--- src/include/acc_pkg.sv ---
package acc_pkg;

  // ****************************************
  // Register map
  // ****************************************
  localparam int unsigned NUM_UNITS    = 3;
  localparam int unsigned ADDR_W       = 8;
  localparam logic [7:0]  OFF_CTRL0    = 8'h00;
  localparam logic [7:0]  OFF_CTRL1    = 8'h04;
  localparam logic [7:0]  OFF_CTRL2    = 8'h08;
  localparam logic [7:0]  OFF_STAT     = 8'h0C;
  localparam logic [7:0]  OFF_IRQ_STAT = 8'h10;
  localparam logic [7:0]  OFF_IRQ_MASK = 8'h14;

  // ****************************************
  // Control register fields
  // ****************************************
  localparam int unsigned CTRL_ENABLE  = 15;
  localparam int unsigned CTRL_PIN_EN  = 14;
  localparam int unsigned CTRL_INVERT  = 13;
  localparam int unsigned CTRL_RESULT  = 8;
  localparam int unsigned CTRL_EDGE_HI = 7;
  localparam int unsigned CTRL_EDGE_LO = 6;
  localparam int unsigned CTRL_POS_SEL = 4;
  localparam int unsigned CTRL_NEG_HI  = 1;
  localparam int unsigned CTRL_NEG_LO  = 0;
  localparam logic [31:0] CTRL_WMASK   = 32'h0000_E0D3;
  localparam logic [31:0] CTRL_RESET   = 32'h0000_00C3;

  // ****************************************
  // Shared status fields
  // ****************************************
  localparam int unsigned STAT_IDLE_STOP = 13;
  localparam logic [31:0] STAT_WMASK     = 32'h0000_2000;
  localparam logic [31:0] STAT_RESET     = 32'h0000_0000;

  typedef enum logic [1:0] {
    ACC_EDGE_NONE = 2'b00,
    ACC_EDGE_RISE = 2'b01,
    ACC_EDGE_FALL = 2'b10,
    ACC_EDGE_BOTH = 2'b11
  } acc_edge_t;

  typedef enum logic [1:0] {
    ACC_NEG_B    = 2'b00,
    ACC_NEG_C    = 2'b01,
    ACC_NEG_D    = 2'b10,
    ACC_NEG_IREF = 2'b11
  } acc_neg_t;

  typedef struct packed {
    logic            enable;
    logic            output_pin_enable;
    logic            output_invert;
    acc_edge_t       event_edge_select;
    logic            positive_input_select;
    acc_neg_t        negative_input_select;
  } acc_cfg_t;

  typedef struct packed {
    logic [ADDR_W-1:0] addr;
    logic [31:0]       wdata;
    logic              wr;
    logic              rd;
  } acc_bus_req_t;

endpackage

--- src/acc_top.sv ---
// The register addresses and the plain strobed port were decided locally.
`timescale 1ns/1ps
// Operation
// - Unit runs only while enabled; an enable write also loads all other writable fields from the write data
// - Output-pin enable drives result onto the unit's result pin
// - Inversion bit complements the raw comparison result
// - Read-only result bit shows current unit output level
// - Edge field: 00 none, 01 rising, 10 falling, 11 both
// - Inversion also feeds the event generator, flipping the edge
// - Positive select: ladder reference when one, input A pin when zero
// - Negative select: 00 B, 01 C, 10 D, 11 fixed internal reference
// - Unimplemented control bits read zero and ignore writes
// - Three identical independently configured comparator units
// - Disabled unit powers down yet keeps configuration accessible
// - Stop-in-idle halts all units while device idles
// - Shared status mirrors unit results in bits 2..0
module acc_top
  import acc_pkg::*;
#(
  parameter int unsigned UNITS = 3
) (
  input  wire logic                 core_clk,
  input  wire logic                 rstn,
  input  wire acc_pkg::acc_bus_req_t bus_req,
  output logic [31:0]               rdata,
  input  wire logic                 device_idle,
  input  wire logic [UNITS-1:0]     cmp_raw,
  output logic [UNITS-1:0]          unit_power_en,
  output logic [UNITS-1:0]          pos_ladder_sel,
  output logic [2*UNITS-1:0]        neg_input_sel,
  output logic [UNITS-1:0]          result_pin,
  output logic [UNITS-1:0]          result_pin_oe,
  output logic [UNITS-1:0]          event_pulse,
  output logic                      irq
);
  import acc_pkg::*;

  if (UNITS != NUM_UNITS) begin : g_bad_units
    $error("acc_top serves exactly three comparator units");
  end

  // ****************************************
  // Register storage
  // ****************************************
  logic [31:0]       ctrl_q [UNITS];
  logic [31:0]       stat_cfg_q;
  logic [UNITS-1:0]  irq_stat_q;
  logic [UNITS-1:0]  irq_mask_q;
  logic [UNITS-1:0]  sync1_q;
  logic [UNITS-1:0]  sync2_q;
  logic [UNITS-1:0]  prev_q;
  logic [UNITS-1:0]  result_q;
  logic [UNITS-1:0]  run;
  logic [UNITS-1:0]  level;
  logic [UNITS-1:0]  evt;
  logic              idle_sync1_q;
  logic              idle_sync2_q;
  logic [UNITS-1:0]  w1c;
  logic [UNITS-1:0]  run_q;
  logic [UNITS-1:0]  irq_stat_d;
  logic [UNITS-1:0]  irq_mask_d;

  assign w1c = (bus_req.wr && bus_req.addr == OFF_IRQ_STAT) ? bus_req.wdata[UNITS-1:0]
                                                            : '0;
  // New event wins over a clear in the same cycle
  assign irq_stat_d = (irq_stat_q & ~w1c) | event_pulse;
  assign irq_mask_d = (bus_req.wr && bus_req.addr == OFF_IRQ_MASK) ? bus_req.wdata[UNITS-1:0]
                                                                   : irq_mask_q;

  // ****************************************
  // Input synchronisers
  // ****************************************
  always_ff @(posedge core_clk or negedge rstn) begin
    if (!rstn) begin
      sync1_q      <= '0;
      sync2_q      <= '0;
      idle_sync1_q <= 1'b0;
      idle_sync2_q <= 1'b0;
    end else begin
      sync1_q      <= cmp_raw;
      sync2_q      <= sync1_q;
      idle_sync1_q <= device_idle;
      idle_sync2_q <= idle_sync1_q;
    end
  end

  // ****************************************
  // Per-unit logic
  // ****************************************
  for (genvar u = 0; u < UNITS; u++) begin : g_unit
    logic       inv;
    acc_edge_t  edge_sel;
    assign inv      = ctrl_q[u][CTRL_INVERT];
    assign edge_sel = acc_edge_t'(ctrl_q[u][CTRL_EDGE_HI:CTRL_EDGE_LO]);
    assign run[u]   = ctrl_q[u][CTRL_ENABLE] && !(stat_cfg_q[STAT_IDLE_STOP] && idle_sync2_q);
    assign level[u] = run[u] & (sync2_q[u] ^ inv);
    always_comb begin
      unique case (edge_sel)
        ACC_EDGE_NONE: evt[u] = 1'b0;
        ACC_EDGE_RISE: evt[u] = level[u] & ~prev_q[u];
        ACC_EDGE_FALL: evt[u] = ~level[u] & prev_q[u];
        ACC_EDGE_BOTH: evt[u] = level[u] ^ prev_q[u];
      endcase
    end
  end

  always_ff @(posedge core_clk or negedge rstn) begin
    if (!rstn) begin
      prev_q      <= '0;
      result_q    <= '0;
      event_pulse <= '0;
    end else begin
      prev_q      <= level;
      result_q    <= level;
      event_pulse <= evt & run & run_q;
    end
  end

  // Avoid a spurious edge on the cycle a unit starts
  always_ff @(posedge core_clk or negedge rstn) begin
    if (!rstn) begin
      run_q <= '0;
    end else begin
      run_q <= run;
    end
  end

  // ****************************************
  // Analog steering and pin drive
  // ****************************************
  always_ff @(posedge core_clk or negedge rstn) begin
    if (!rstn) begin
      unit_power_en  <= '0;
      pos_ladder_sel <= '0;
      neg_input_sel  <= '0;
      result_pin     <= '0;
      result_pin_oe  <= '0;
    end else begin
      for (int u = 0; u < UNITS; u++) begin
        unit_power_en[u]      <= run[u];
        pos_ladder_sel[u]     <= ctrl_q[u][CTRL_POS_SEL];
        neg_input_sel[2*u +: 2] <= ctrl_q[u][CTRL_NEG_HI:CTRL_NEG_LO];
        result_pin_oe[u]      <= ctrl_q[u][CTRL_PIN_EN];
        result_pin[u]         <= ctrl_q[u][CTRL_PIN_EN] & level[u];
      end
    end
  end

  // ****************************************
  // Register writes
  // ****************************************
  // write mask
  always_ff @(posedge core_clk or negedge rstn) begin
    if (!rstn) begin
      for (int u = 0; u < UNITS; u++) begin
        ctrl_q[u] <= CTRL_RESET;
      end
      stat_cfg_q <= STAT_RESET;
      irq_mask_q <= '0;
    end else if (bus_req.wr) begin
      for (int u = 0; u < UNITS; u++) begin
        if (bus_req.addr == ADDR_W'(4 * u)) begin
          ctrl_q[u] <= bus_req.wdata & CTRL_WMASK;
        end
      end
      if (bus_req.addr == OFF_STAT) begin
        stat_cfg_q <= bus_req.wdata & STAT_WMASK;
      end
      if (bus_req.addr == OFF_IRQ_MASK) begin
        irq_mask_q <= bus_req.wdata[UNITS-1:0];
      end
    end
  end

  // ****************************************
  // Sticky interrupt status
  // ****************************************
  always_ff @(posedge core_clk or negedge rstn) begin
    if (!rstn) begin
      irq_stat_q <= '0;
      irq        <= 1'b0;
    end else begin
      irq_stat_q <= irq_stat_d;
      irq        <= |(irq_stat_d & irq_mask_d);
    end
  end

  // ****************************************
  // Register reads
  // ****************************************
  always_ff @(posedge core_clk or negedge rstn) begin
    if (!rstn) begin
      rdata <= '0;
    end else if (bus_req.rd) begin
      rdata <= '0;
      for (int u = 0; u < UNITS; u++) begin
        if (bus_req.addr == ADDR_W'(4 * u)) begin
          rdata <= ctrl_q[u] | (32'(result_q[u]) << CTRL_RESULT);
        end
      end
      if (bus_req.addr == OFF_STAT) begin
        rdata <= stat_cfg_q | 32'(result_q);
      end
      if (bus_req.addr == OFF_IRQ_STAT) begin
        rdata <= 32'(irq_stat_q);
      end
      if (bus_req.addr == OFF_IRQ_MASK) begin
        rdata <= 32'(irq_mask_q);
      end
    end else begin
      rdata <= '0;
    end
  end

  // ****************************************
  // Checks
  // ****************************************
  a_disabled_quiet: assert property (@(posedge core_clk) disable iff (!rstn)
    !ctrl_q[0][CTRL_ENABLE] |=> !result_q[0])
    else $error("disabled unit shows a result");

  a_pin_gate: assert property (@(posedge core_clk) disable iff (!rstn)
    !ctrl_q[0][CTRL_PIN_EN] |=> !result_pin[0] && !result_pin_oe[0])
    else $error("result pin driven while disabled");

  a_invert_level: assert property (@(posedge core_clk) disable iff (!rstn)
    run[1] |=> result_q[1] == ($past(sync2_q[1]) ^ $past(ctrl_q[1][CTRL_INVERT])))
    else $error("result not raw xor invert");

  a_result_read: assert property (@(posedge core_clk) disable iff (!rstn)
    bus_req.rd && bus_req.addr == OFF_CTRL2 |=> rdata[CTRL_RESULT] == $past(result_q[2]))
    else $error("result bit readback wrong");

  a_edge_none: assert property (@(posedge core_clk) disable iff (!rstn)
    ctrl_q[0][CTRL_EDGE_HI:CTRL_EDGE_LO] == 2'b00 |=> !event_pulse[0])
    else $error("event with edges disabled");

  a_rise_event: assert property (@(posedge core_clk) disable iff (!rstn)
    run_q[0] && run[0] && ctrl_q[0][CTRL_EDGE_HI:CTRL_EDGE_LO] == 2'b01
      && !prev_q[0] && level[0] |=> event_pulse[0])
    else $error("rising event missed");

  a_pos_route: assert property (@(posedge core_clk) disable iff (!rstn)
    1'b1 |=> pos_ladder_sel[1] == $past(ctrl_q[1][CTRL_POS_SEL]))
    else $error("positive input route wrong");

  a_reserved_zero: assert property (@(posedge core_clk) disable iff (!rstn)
    bus_req.rd && bus_req.addr == OFF_CTRL1 |=> (rdata & ~(CTRL_WMASK | 32'h0000_0100)) == '0)
    else $error("reserved bits read nonzero");

  a_idle_stop: assert property (@(posedge core_clk) disable iff (!rstn)
    stat_cfg_q[STAT_IDLE_STOP] && idle_sync2_q |=> unit_power_en == '0)
    else $error("units run in idle stop");

  a_pulse_single: assert property (@(posedge core_clk) disable iff (!rstn)
    event_pulse[2] && ctrl_q[2][CTRL_EDGE_HI:CTRL_EDGE_LO] != 2'b11 |=> !event_pulse[2])
    else $error("event pulse longer than a cycle");

  a_neg_route: assert property (@(posedge core_clk) disable iff (!rstn)
    1'b1 |=> neg_input_sel[5:4] == $past(ctrl_q[2][CTRL_NEG_HI:CTRL_NEG_LO]))
    else $error("negative input route wrong");

  a_pin_value: assert property (@(posedge core_clk) disable iff (!rstn)
    ctrl_q[1][CTRL_PIN_EN] |=> result_pin_oe[1] && result_pin[1] == $past(level[1]))
    else $error("result pin does not follow unit output");

  a_stat_mirror: assert property (@(posedge core_clk) disable iff (!rstn)
    bus_req.rd && bus_req.addr == OFF_STAT |=> rdata[UNITS-1:0] == $past(result_q))
    else $error("shared status result mirror wrong");

  a_power_gate: assert property (@(posedge core_clk) disable iff (!rstn)
    !ctrl_q[1][CTRL_ENABLE] |=> !unit_power_en[1])
    else $error("disabled unit still powered");

  a_start_quiet: assert property (@(posedge core_clk) disable iff (!rstn)
    run[0] && !run_q[0] |=> !event_pulse[0])
    else $error("event on the cycle a unit starts");

  a_fall_invert: assert property (@(posedge core_clk) disable iff (!rstn)
    run[0] && $past(run[0]) && ctrl_q[0][CTRL_INVERT] && $past(ctrl_q[0][CTRL_INVERT])
      && ctrl_q[0][CTRL_EDGE_HI:CTRL_EDGE_LO] == 2'b10 && !$past(sync2_q[0]) && sync2_q[0]
      |=> event_pulse[0])
    else $error("inverted rise gave no falling event");

  a_set_wins: assert property (@(posedge core_clk) disable iff (!rstn)
    event_pulse[0] |=> irq_stat_q[0])
    else $error("event lost in sticky status");

  a_irq_level: assert property (@(posedge core_clk) disable iff (!rstn)
    irq == |(irq_stat_q & irq_mask_q))
    else $error("interrupt level does not match masked status");

  a_wmask_write: assert property (@(posedge core_clk) disable iff (!rstn)
    bus_req.wr && bus_req.addr == OFF_CTRL0 |=> ctrl_q[0] == ($past(bus_req.wdata) & CTRL_WMASK))
    else $error("control write not masked");

endmodule

--- config.mk ---
export PLATFORM = sky130hd
export DESIGN_NAME = acc_top
export DESIGN_NICKNAME = d
export VERILOG_FILES = /design/src/include/acc_pkg.sv /design/src/acc_top.sv
export SDC_FILE = /design/constraint.sdc
export NUM_CORES = 1
export LEC_CHECK = 0
export BUFFER_PORTS_ARGS = -buffer_cell sky130_fd_sc_hd__buf_2
export CORE_MARGIN = 10
export CORE_UTILIZATION = 50
export DETAILED_ROUTE_END_ITERATION = 12
export GPL_TIMING_DRIVEN = 1
export PLACE_DENSITY = 0.89
export SYNTH_ARGS = -nofsm -noshare
export SYNTH_HDL_FRONTEND = slang
export SYNTH_SLANG_ARGS = --single-unit
export TNS_END_PERCENT = 5
--- constraint.sdc ---
create_clock -name core_clk -period 1.8 [get_ports core_clk]
set_input_delay 0.18 -clock core_clk [delete_from_list [all_inputs] [get_ports core_clk]]
set_output_delay 0.18 -clock core_clk [all_outputs]
set_load 0.01 [all_outputs]
==> flow_metrics.tcl, run 1 <==
set metrics [dict create \
    place.gp.congestion 0.812 \
    cp-end-kind "flop" \
    seqPwrFrac_pct 51.7 \
    switching_share_pct 23.4 \
    maxCapViolations 0 \
    crit_path_max_fanout 5 \
    grt_first_pass_wirelength_mm 12.0 \
    netlist_top_cells_area "dfrtp_1, mux2_2, dfstp_2" \
    fin_crit_sh_pct 94.5 \
    path_delay_family "simple AND/OR/NAND/NOR gates" \
    cts_buffers 9 \
    cts_setup_buffers 0 \
    grt.overflow.total 0 \
    antenna_found_initial 0 \
    grt_max_degree 75 \
    ant_nets 0 \
    start_util_pct 52.5 \
    status "finished, final reports clean" \
    fin_nets 381 \
    drt_iter0_markers 91 \
    min_period_ns 1.70 \
    grt_pass1_vias 2389 \
    ff2ff_setup_slack_ns 0.26 \
    num_rows 28 \
    synth-async-reset-ratio_pct 100 \
    p_sw_uw 800 \
    max-clock-path-buffers 2 \
    internal_power_mw 2.62 \
    synthFlopType "dfrtp_1" \
    p_per_area_mw_per_mm2 889 \
    coreArea_mm2 0.00603 \
    setup_ws_ns 0.0983 \
    critical_path_class "input pin to flop" \
    multi_input_area_mm2 0.00117 \
    synth_top_area_share_pct 49.0 \
    ys_seq_area_share_pct 59.0 \
    viasPerCell 5.29 \
    n_fill_cell 457 \
    syn_inst 246 \
    drive_gt1_share_pct 40.7 \
    tritoncts "done" \
    crit_buf_inv 2 \
    syn2layout_area_growth_pct 21.6 \
    fin_setup_tns_ns 0 \
    synth_largest_area_cell "dfrtp_1" \
    slew_violations 0 \
    clkPwrFrac_pct 40.2 \
    yosysWarnings 0 \
    hpwl_mm 5.50 \
    post_drt_wl_per_cell_um 18.2 \
    netlist_area_mm2 0.00317 \
    clk_pin_slew_ns 0.08 \
    critPathLaunchType "input pin" \
    die_w_um 99.6 \
    syn_area_per_cell_um2 12.9 \
    fin_skew_ns 0.0105 \
    drc 0 \
    synth_cell_types 41 \
    clkLatencyLatePin_ns 0.35 \
    grt_usage_pct 15.1 \
    largest_reg_flops 24 \
    io_pins 102 \
    cts-root-buf "clkbuf_8" \
    diodes 0 \
    final_hold_viol_count 0 \
    clock.fmax_ghz 0.588 \
    arrival_ns 1.93 \
    regArea_mm2 0.00187 \
    clock_sinks 74 \
    setup_violations 0 \
    critical_path_required_ns 2.03 \
    synth_edf_count 0 \
    slowest_stage "or4_4" \
    wirelength_mm 7.40 \
    numPortBuffers 56 \
    vias 2154 \
    rsz0062_at_grt "false" \
    hp-class "input pin to flop" \
    dp_slack_ns -0.324 \
    die_area_mm2 0.00991 \
    top_register "ctrl_q" \
    p_leak_nw 1.94 \
    cp_cell_sequence "buf_2 -> or4_4 -> nor3_4 -> nand2_2 -> nor3b_4 -> buf_4 -> mux2_2" \
    synth_seq_cells 74 \
    combPwrFrac_pct 8.1 \
    drtPass1Iterations 4 \
    cpPeakStageDelay_ns 0.58 \
    cts_max_level 3 \
    die_h_um 99.6 \
    peakVddDrop_v 0.000627 \
    largestRegisters "ctrl_q x24, rdata x10, neg_input_sel x6" \
]
## logic make-up after synthesis
kind of cell	Yosys count	share of synthesized area [%]
DFF	74	59.0
and+or+nand+nor	63	12.3
muxes	36	12.9
buffers and inverters	36	6.92
AOI/OAI and AO/OA	27	5.53
adders and majority gates	6	2.37
xor gates and xnor gates	3	0.830
other	1	0.118
## timing repair
| item | in CTS | in global routing |
|---|---|---|
| setup endpoints to repair | 0 | 1 |
| endpoints found under the hold margin | 66 | 0 |
| gates resized for setup | 0 | 0 |
| hold buffers | 5 | 0 |
## Yosys cell counts (4+ instances only)
| master | number |
|---|---|
| mux2_2 | 29 |
| nor2_1 | 18 |
| o211ai_1 | 4 |
| dfrtp_1 | 62 |
| buf_4 | 22 |
| ha_1 | 6 |
| and2_1 | 7 |
| inv_1 | 8 |
| mux2i_1 | 6 |
| nand2_1 | 6 |
| a21oi_1 | 12 |
| and3_1 | 5 |
| dfstp_2 | 12 |
## layout make-up
class,instances,share of cell area [%]
Clock inverter,5,2.08
Clock buffer,11,3.41
Tap cell,75,2.44
Inverter,8,0.780
Timing Repair Buffer,77,12.4
Sequential cell,74,48.5
Multi-Input combinational cell,157,30.4
## stage by stage
stage               utilization, %  cells  power (mW)  hold slack, ns  cell area (µm²)
floorplan                        -    267        1.96          -0.116             3260
detailed placement            59.5    386        2.07           0.233             3590
finish                        63.9    407        3.42          0.0738             3850
global route                  63.9    407        3.54          0.0772             3850
global placement              59.5    386        2.05           0.227             3590
CTS                           63.9    407        3.44          0.0565             3850
## cells in the final DEF, fill, tap and decap left out, types with 3 or more instances in the layout
cell           count
and3_1             5
dfstp_2           12
nand2_1            6
nor2_1            18
buf_4             14
nor4b_1            3
clkbuf_8           9
conb_1            22
and2_1             7
buf_2             56
a21oi_1           12
o211ai_1           4
ha_1               6
xor2_1             3
dlygate4sd3_1      5
nand2b_1           3
mux2_2            28
a311oi_1           3
inv_1              8
dfrtp_1           62
mux2i_1            6
## power groups by stage
stage / registers (mW) / logic, mW / clock network, mW
after floorplan: 1.80 / 0.156 / 0
after global placement: 1.80 / 0.254 / 0
after detailed placement: 1.80 / 0.268 / 0
after CTS: 1.77 / 0.277 / 1.40
after global routing: 1.78 / 0.306 / 1.46
final: 1.77 / 0.278 / 1.38
## per-layer routing
metal / GRT usage [%] / routed length (µm) / vias up
li1: - / - / 982
met1: 15.9 / 2840 / 1075
met2: 26.3 / 3810 / 73
met3: 4.43 / 496 / 24
met4: 8.38 / 254 / 0
met5: 0 / 0 / -
## worst paths after layout
| kind | startpoint | endpoint | depth (start not counted) |
|---|---|---|---|
| worst max-delay path | bus_req[41] | ctrl_q[14] | 7 |
| min in group asynchronous | rstn | ctrl_q[15] | 3 |
| worst max register to register | ctrl_q[13] | event_pulse[2] | 4 |
| worst min-delay path | bus_req[4] | irq_stat_q[2] | 2 |
| worst min register to register | sync1_q[1] | sync2_q[1] | 0 |
| max in group asynchronous | rstn | ctrl_q[65] | 3 |
Note: power is estimated with default switching activity, not from simulation.
==> run 2, diff against run 1 <==
--- a/config.mk
+++ b/config.mk
@@ -6,7 +6,6 @@
 export NUM_CORES = 1
 export LEC_CHECK = 0
 export BUFFER_PORTS_ARGS = -buffer_cell sky130_fd_sc_hd__buf_2
-export CORE_MARGIN = 10
 export CORE_UTILIZATION = 50
 export DETAILED_ROUTE_END_ITERATION = 12
 export GPL_TIMING_DRIVEN = 1
@@ -14,4 +13,3 @@
 export SYNTH_ARGS = -nofsm -noshare
 export SYNTH_HDL_FRONTEND = slang
 export SYNTH_SLANG_ARGS = --single-unit
-export TNS_END_PERCENT = 5
==> flow_metrics.tcl, run 2 (synthesis results as in run 1) <==
set metrics [dict create \
    arrival_ns 1.93 \
    setup_ws_ns 0.104 \
    final_cell_mix "dfrtp_1, buf_2, mux2_2" \
    largest_reg_flops 24 \
    place.gp.congestion 0.851 \
    ant_nets 0 \
    fin_nets 381 \
    maxCapViolations 0 \
    finalPower_mw 3.49 \
    final_hold_viol_count 0 \
    vias 2124 \
    drc 0 \
    num_rows 28 \
    crit_path_max_fanout 3 \
    hpwl_mm 4.62 \
    post_drt_wl_per_cell_um 16.0 \
    fin_skew_ns 0.00827 \
    slew_violations 0 \
    start_util_pct 52.5 \
    p_per_area_mw_per_mm2 897 \
    max-clock-path-buffers 2 \
    die_area_mm2 0.00665 \
    wirelength_mm 6.53 \
    critPathLaunchType "input pin" \
    finish.utilization_pct 64.5 \
    antenna_found_initial 0 \
    ff2ff_setup_slack_ns 0.26 \
    cp-end-kind "flop" \
    min_period_ns 1.70 \
    critical_path_class "input pin to flop" \
    place_area_mm2 0.00361 \
    diodes 0 \
    clkLatencyLatePin_ns 0.35 \
    coreArea_mm2 0.00603 \
    critical_path_required_ns 2.03 \
    cts_max_level 3 \
    cts.repair.resized 0 \
    grt_first_pass_wirelength_mm 10.4 \
    cts-root-buf "clkbuf_8" \
    largestRegisters "ctrl_q x24, rdata x10, neg_input_sel x6" \
    hold_start "bus_req[4]" \
    clk_pin_slew_ns 0.08 \
    dp_slack_ns -0.322 \
    drive_gt1_share_pct 41.3 \
    drt_iter0_markers 161 \
    io_pins 102 \
    cts_buffers 9 \
    viasPerCell 5.22 \
    grt.overflow.total 0 \
    status "finished, final reports clean" \
    syn2layout_area_growth_pct 22.7 \
    final_common_cell "dfrtp_1" \
    hp-class "input pin to flop" \
    rsz0062_at_grt "false" \
    grt_usage_pct 21.7 \
    p_leak_nw 1.96 \
    fin_hold_ws_ns 0.0813 \
    fin_crit_sh_pct 94.2 \
    numPortBuffers 56 \
    r2r-end "event_pulse[0]" \
    setup_violations 0 \
    grt_pass1_vias 2154 \
    startpoint "bus_req[41]" \
    top_register "ctrl_q" \
    tritoncts "done" \
    clock_sinks 74 \
    reg2reg_from "ctrl_q[77]" \
    clock.fmax_ghz 0.590 \
    drtPass1Iterations 4 \
    cts_setup_buffers 0 \
    grt_max_degree 75 \
    cp-endpoint "irq" \
    reg2regPathDepth 4 \
    die_w_um 81.6 \
    peakVddDrop_v 0.000621 \
    min_path_cells 2 \
    die_h_um 81.6 \
    design_area_mm2 0.00388 \
]
-- run 2: cell types whose count changed in the layout (fill, tap and decap cells not counted), sizes merged --
cell,delta
clkinv,+2
clkbuf,-1
clkinvlp,-1
-- run 2: routing by layer --
| metal | routed length, µm | vias to the layer above | track usage (%) |
|---|---|---|---|
| met5 | 0 | - | 0 |
| met1 | 2680 | 1049 | 26.2 |
| met3 | 431 | 16 | 7.00 |
| li1 | - | 980 | - |
| met4 | 133 | 0 | 11.1 |
| met2 | 3280 | 79 | 34.9 |
-- run 2: power breakdown --
| part | switching [mW] | internal, mW | leakage (nW) |
|---|---|---|---|
| Clock | 0.621 | 0.820 | 0.112 |
| Combinational | 0.160 | 0.114 | 0.888 |
| Sequential | 0.0395 | 1.73 | 0.961 |
| Total | 0.820 | 2.67 | 1.96 |
-- run 2: cell type report --
class | instances | area (µm²)
Fill cell | 463 | 2140
Sequential cell | 74 | 1870
Multi-Input combinational cell | 157 | 1190
Timing Repair Buffer | 77 | 475
Clock buffer | 10 | 138
Tap cell | 75 | 93.8
Clock inverter | 6 | 90.1
Inverter | 8 | 30.0
-- run 2: worst max-delay path, stage by stage --
cell and delay [ns]:
buf_2 0.10, or4_4 0.58, nor4_2 0.40, nand2_1 0.11, a21o_1 0.23, a221o_1 0.33
-- run 2: what timing repair did --
action | CTS | global route
hold buffers | 5 | 0
hold endpoints to repair | 66 | 0
setup endpoints to repair | 0 | 1
-- run 2: worst min-delay path by stage --
| stage | end | slack [ns] |
|---|---|---|
| after detailed placement | result_pin_oe[0] | 0.24 |
| after CTS | irq_stat_q[2] | 0.07 |
| after global placement | result_pin_oe[0] | 0.23 |
| after floorplan | ctrl_q[13] | -0.12 |
| final | irq_stat_q[2] | 0.08 |
| after global routing | irq_stat_q[2] | 0.07 |
-- run 2: stage by stage --
stage / std cells / setup TNS, ns
finish: 407 / 0
detailed placement: 386 / -3.88
global route: 407 / 0
floorplan: 267 / -1.07
global placement: 386 / -3.51
CTS: 407 / 0
==> run 3, diff against run 2 <==
==> constraint.sdc (replaced) <==
create_clock -name core_clk -period 1.8 [get_ports core_clk]
set_input_delay 0.36 -clock core_clk [delete_from_list [all_inputs] [get_ports core_clk]]
set_output_delay 0.36 -clock core_clk [all_outputs]
set_load 0.01 [all_outputs]
==> flow_metrics.tcl, run 3 (synthesis results as in run 1) <==
set metrics [dict create \
    hp-class "input pin to async pin" \
    cpPeakStageDelay_ns 0.58 \
    diodes 0 \
    dp.cells 389 \
    combPwrFrac_pct 8.8 \
    min_period_ns 1.83 \
    design_area_mm2 0.00390 \
    cp-end-kind "flop" \
    ant_nets 0 \
    path_common_cell "buf_6" \
    grt_usage_pct 22.2 \
    critical_path_class "input pin to flop" \
    rsz0062_at_grt "true" \
    place.gp.congestion 0.889 \
    coreArea_mm2 0.00603 \
    cts_buffers 9 \
    die_h_um 81.6 \
    maxCapViolations 0 \
    clock_sinks 74 \
    top_register "ctrl_q" \
    peakVddDrop_v 0.000507 \
    cts-root-buf "clkbuf_8" \
    drc 0 \
    cts_max_level 3 \
    largest_reg_flops 24 \
    fin_skew_ns 0.0108 \
    die_w_um 81.6 \
    p_per_area_mw_per_mm2 814 \
    drt_iter0_markers 159 \
    fin_hold_ws_ns 0.0158 \
    setup_violations 6 \
    wirelength_mm 6.52 \
    hpwl_mm 4.67 \
    critPathLaunchType "input pin" \
    final_common_cell "dfrtp_1" \
    clkLatencyLatePin_ns 0.36 \
    clkPwrFrac_pct 35.5 \
    seqPwrFrac_pct 55.7 \
    n_fill_cell 450 \
    numPortBuffers 56 \
    ctsHoldBuffers 0 \
    fin_nets 381 \
    grt_max_degree 75 \
    status "finished, violations left" \
    antenna_found_initial 0 \
    clk_pin_slew_ns 0.08 \
    switching_share_pct 25.9 \
    syn2layout_area_growth_pct 23.3 \
    clock.fmax_ghz 0.547 \
    io_pins 102 \
    grt_pass1_vias 2169 \
    layoutNonFillerInstCount 407 \
    die_area_mm2 0.00665 \
    p_sw_uw 824 \
    tritoncts "done" \
    arrival_ns 2.07 \
    grt_first_pass_wirelength_mm 10.5 \
    largestRegisters "ctrl_q x24, rdata x10, neg_input_sel x6" \
    slew_violations 0 \
    critical_path_required_ns 2.05 \
    cp_cell_sequence "buf_6 -> or4_4 -> nor3_4 -> nand2_2 -> nor3b_4 -> buf_6 -> mux2_4" \
    viasPerCell 5.24 \
    fin_crit_sh_pct 101 \
    internal_power_mw 2.35 \
    p_leak_nw 1.96 \
    dp_slack_ns -0.537 \
    violations "negative setup slack" \
    crit_path_max_fanout 4 \
    drtPass1Iterations 4 \
    start_util_pct 52.5 \
    final_hold_viol_count 0 \
    slowest_stage "or4_4" \
    num_rows 28 \
    finalPower_mw 3.18 \
    vias 2132 \
    max-clock-path-buffers 2 \
    final_cell_mix "dfrtp_1, buf_2, mux2_4" \
    post_drt_wl_per_cell_um 16.0 \
    place_area_mm2 0.00366 \
    drive_gt1_share_pct 43.1 \
    grt.overflow.total 0 \
    setup_ws_ns -0.0270 \
]
run 3: changes by cell type in the layout (fill, tap and decap cells not counted), moves of 2 or more:
cell           previous run  this run
buf_2                    56        54
mux2_4                    6        23
buf_6                     0         7
mux2_2                   23         6
bufinv_16                 2         0
dlygate4sd3_1             5         0
run 3: final timing paths:
check / startpoint / to / slack, ns / cells past startpoint
setup / recovery: bus_req[41] / ctrl_q[14] / -0.03 / 7
hold / removal: rstn / neg_input_sel[1] / 0.02 / 2
setup reg to reg: ctrl_q[13] / event_pulse[2] / 0.23 / 6
hold reg to reg: sync1_q[1] / sync2_q[1] / 0.35 / 0
max in group asynchronous: rstn / ctrl_q[64] / 1.45 / 2
min in group core_clk: cmp_raw[1] / sync1_q[1] / 0.10 / 1
run 3: final cells by class:
type / count / area, µm² / area share (%)
Inverter: 8 / 30.0 / 0.769
Tap cell: 75 / 93.8 / 2.40
Multi-Input combinational cell: 157 / 1260 / 32.3
Sequential cell: 74 / 1870 / 47.8
Clock buffer: 10 / 128 / 3.27
Clock inverter: 6 / 42.5 / 1.09
Timing Repair Buffer: 77 / 482 / 12.3
run 3: per-layer routing:
layer  wire, µm  vias to the layer above  global-route usage (%)
li1           -                      984                       -
met1       2700                     1071                    26.9
met2       3330                       63                    36.0
met3        350                       14                    6.56
met4        143                        0                    11.1
met5          0                        -                       0
run 3: repair_timing:
item,CTS,global route
gates resized for setup,5,9
buffers inserted,1,1
pin swaps,1,0
setup endpoints to repair,5,22
run 3: worst max-delay path: cells and delay by family:
| family | cells | cell delay [ns] |
|---|---|---|
| muxes | 1 | 0.30 |
| and+or+nand+nor | 4 | 1.15 |
| buffers and inverters | 2 | 0.27 |
run 3: stage by stage:
step | util, % | TNS, ns
finish | 64.8 | -0.108
global route | 64.8 | -0.477
CTS | 64.1 | -0.00628
detailed placement | 60.8 | -10.50
global placement | 60.8 | -9.17
floorplan | - | -4.80
run 3: power by group through the flow:
stage          registers (mW)  clock network, mW  logic [mW]
3_5_place_dp             1.80                  0       0.272
6_report                 1.77               1.13       0.279
5_1_grt                  1.78               1.20       0.309
2_1_floorplan            1.80                  0       0.167
3_3_place_gp             1.80                  0       0.262
4_1_cts                  1.77               1.15       0.276
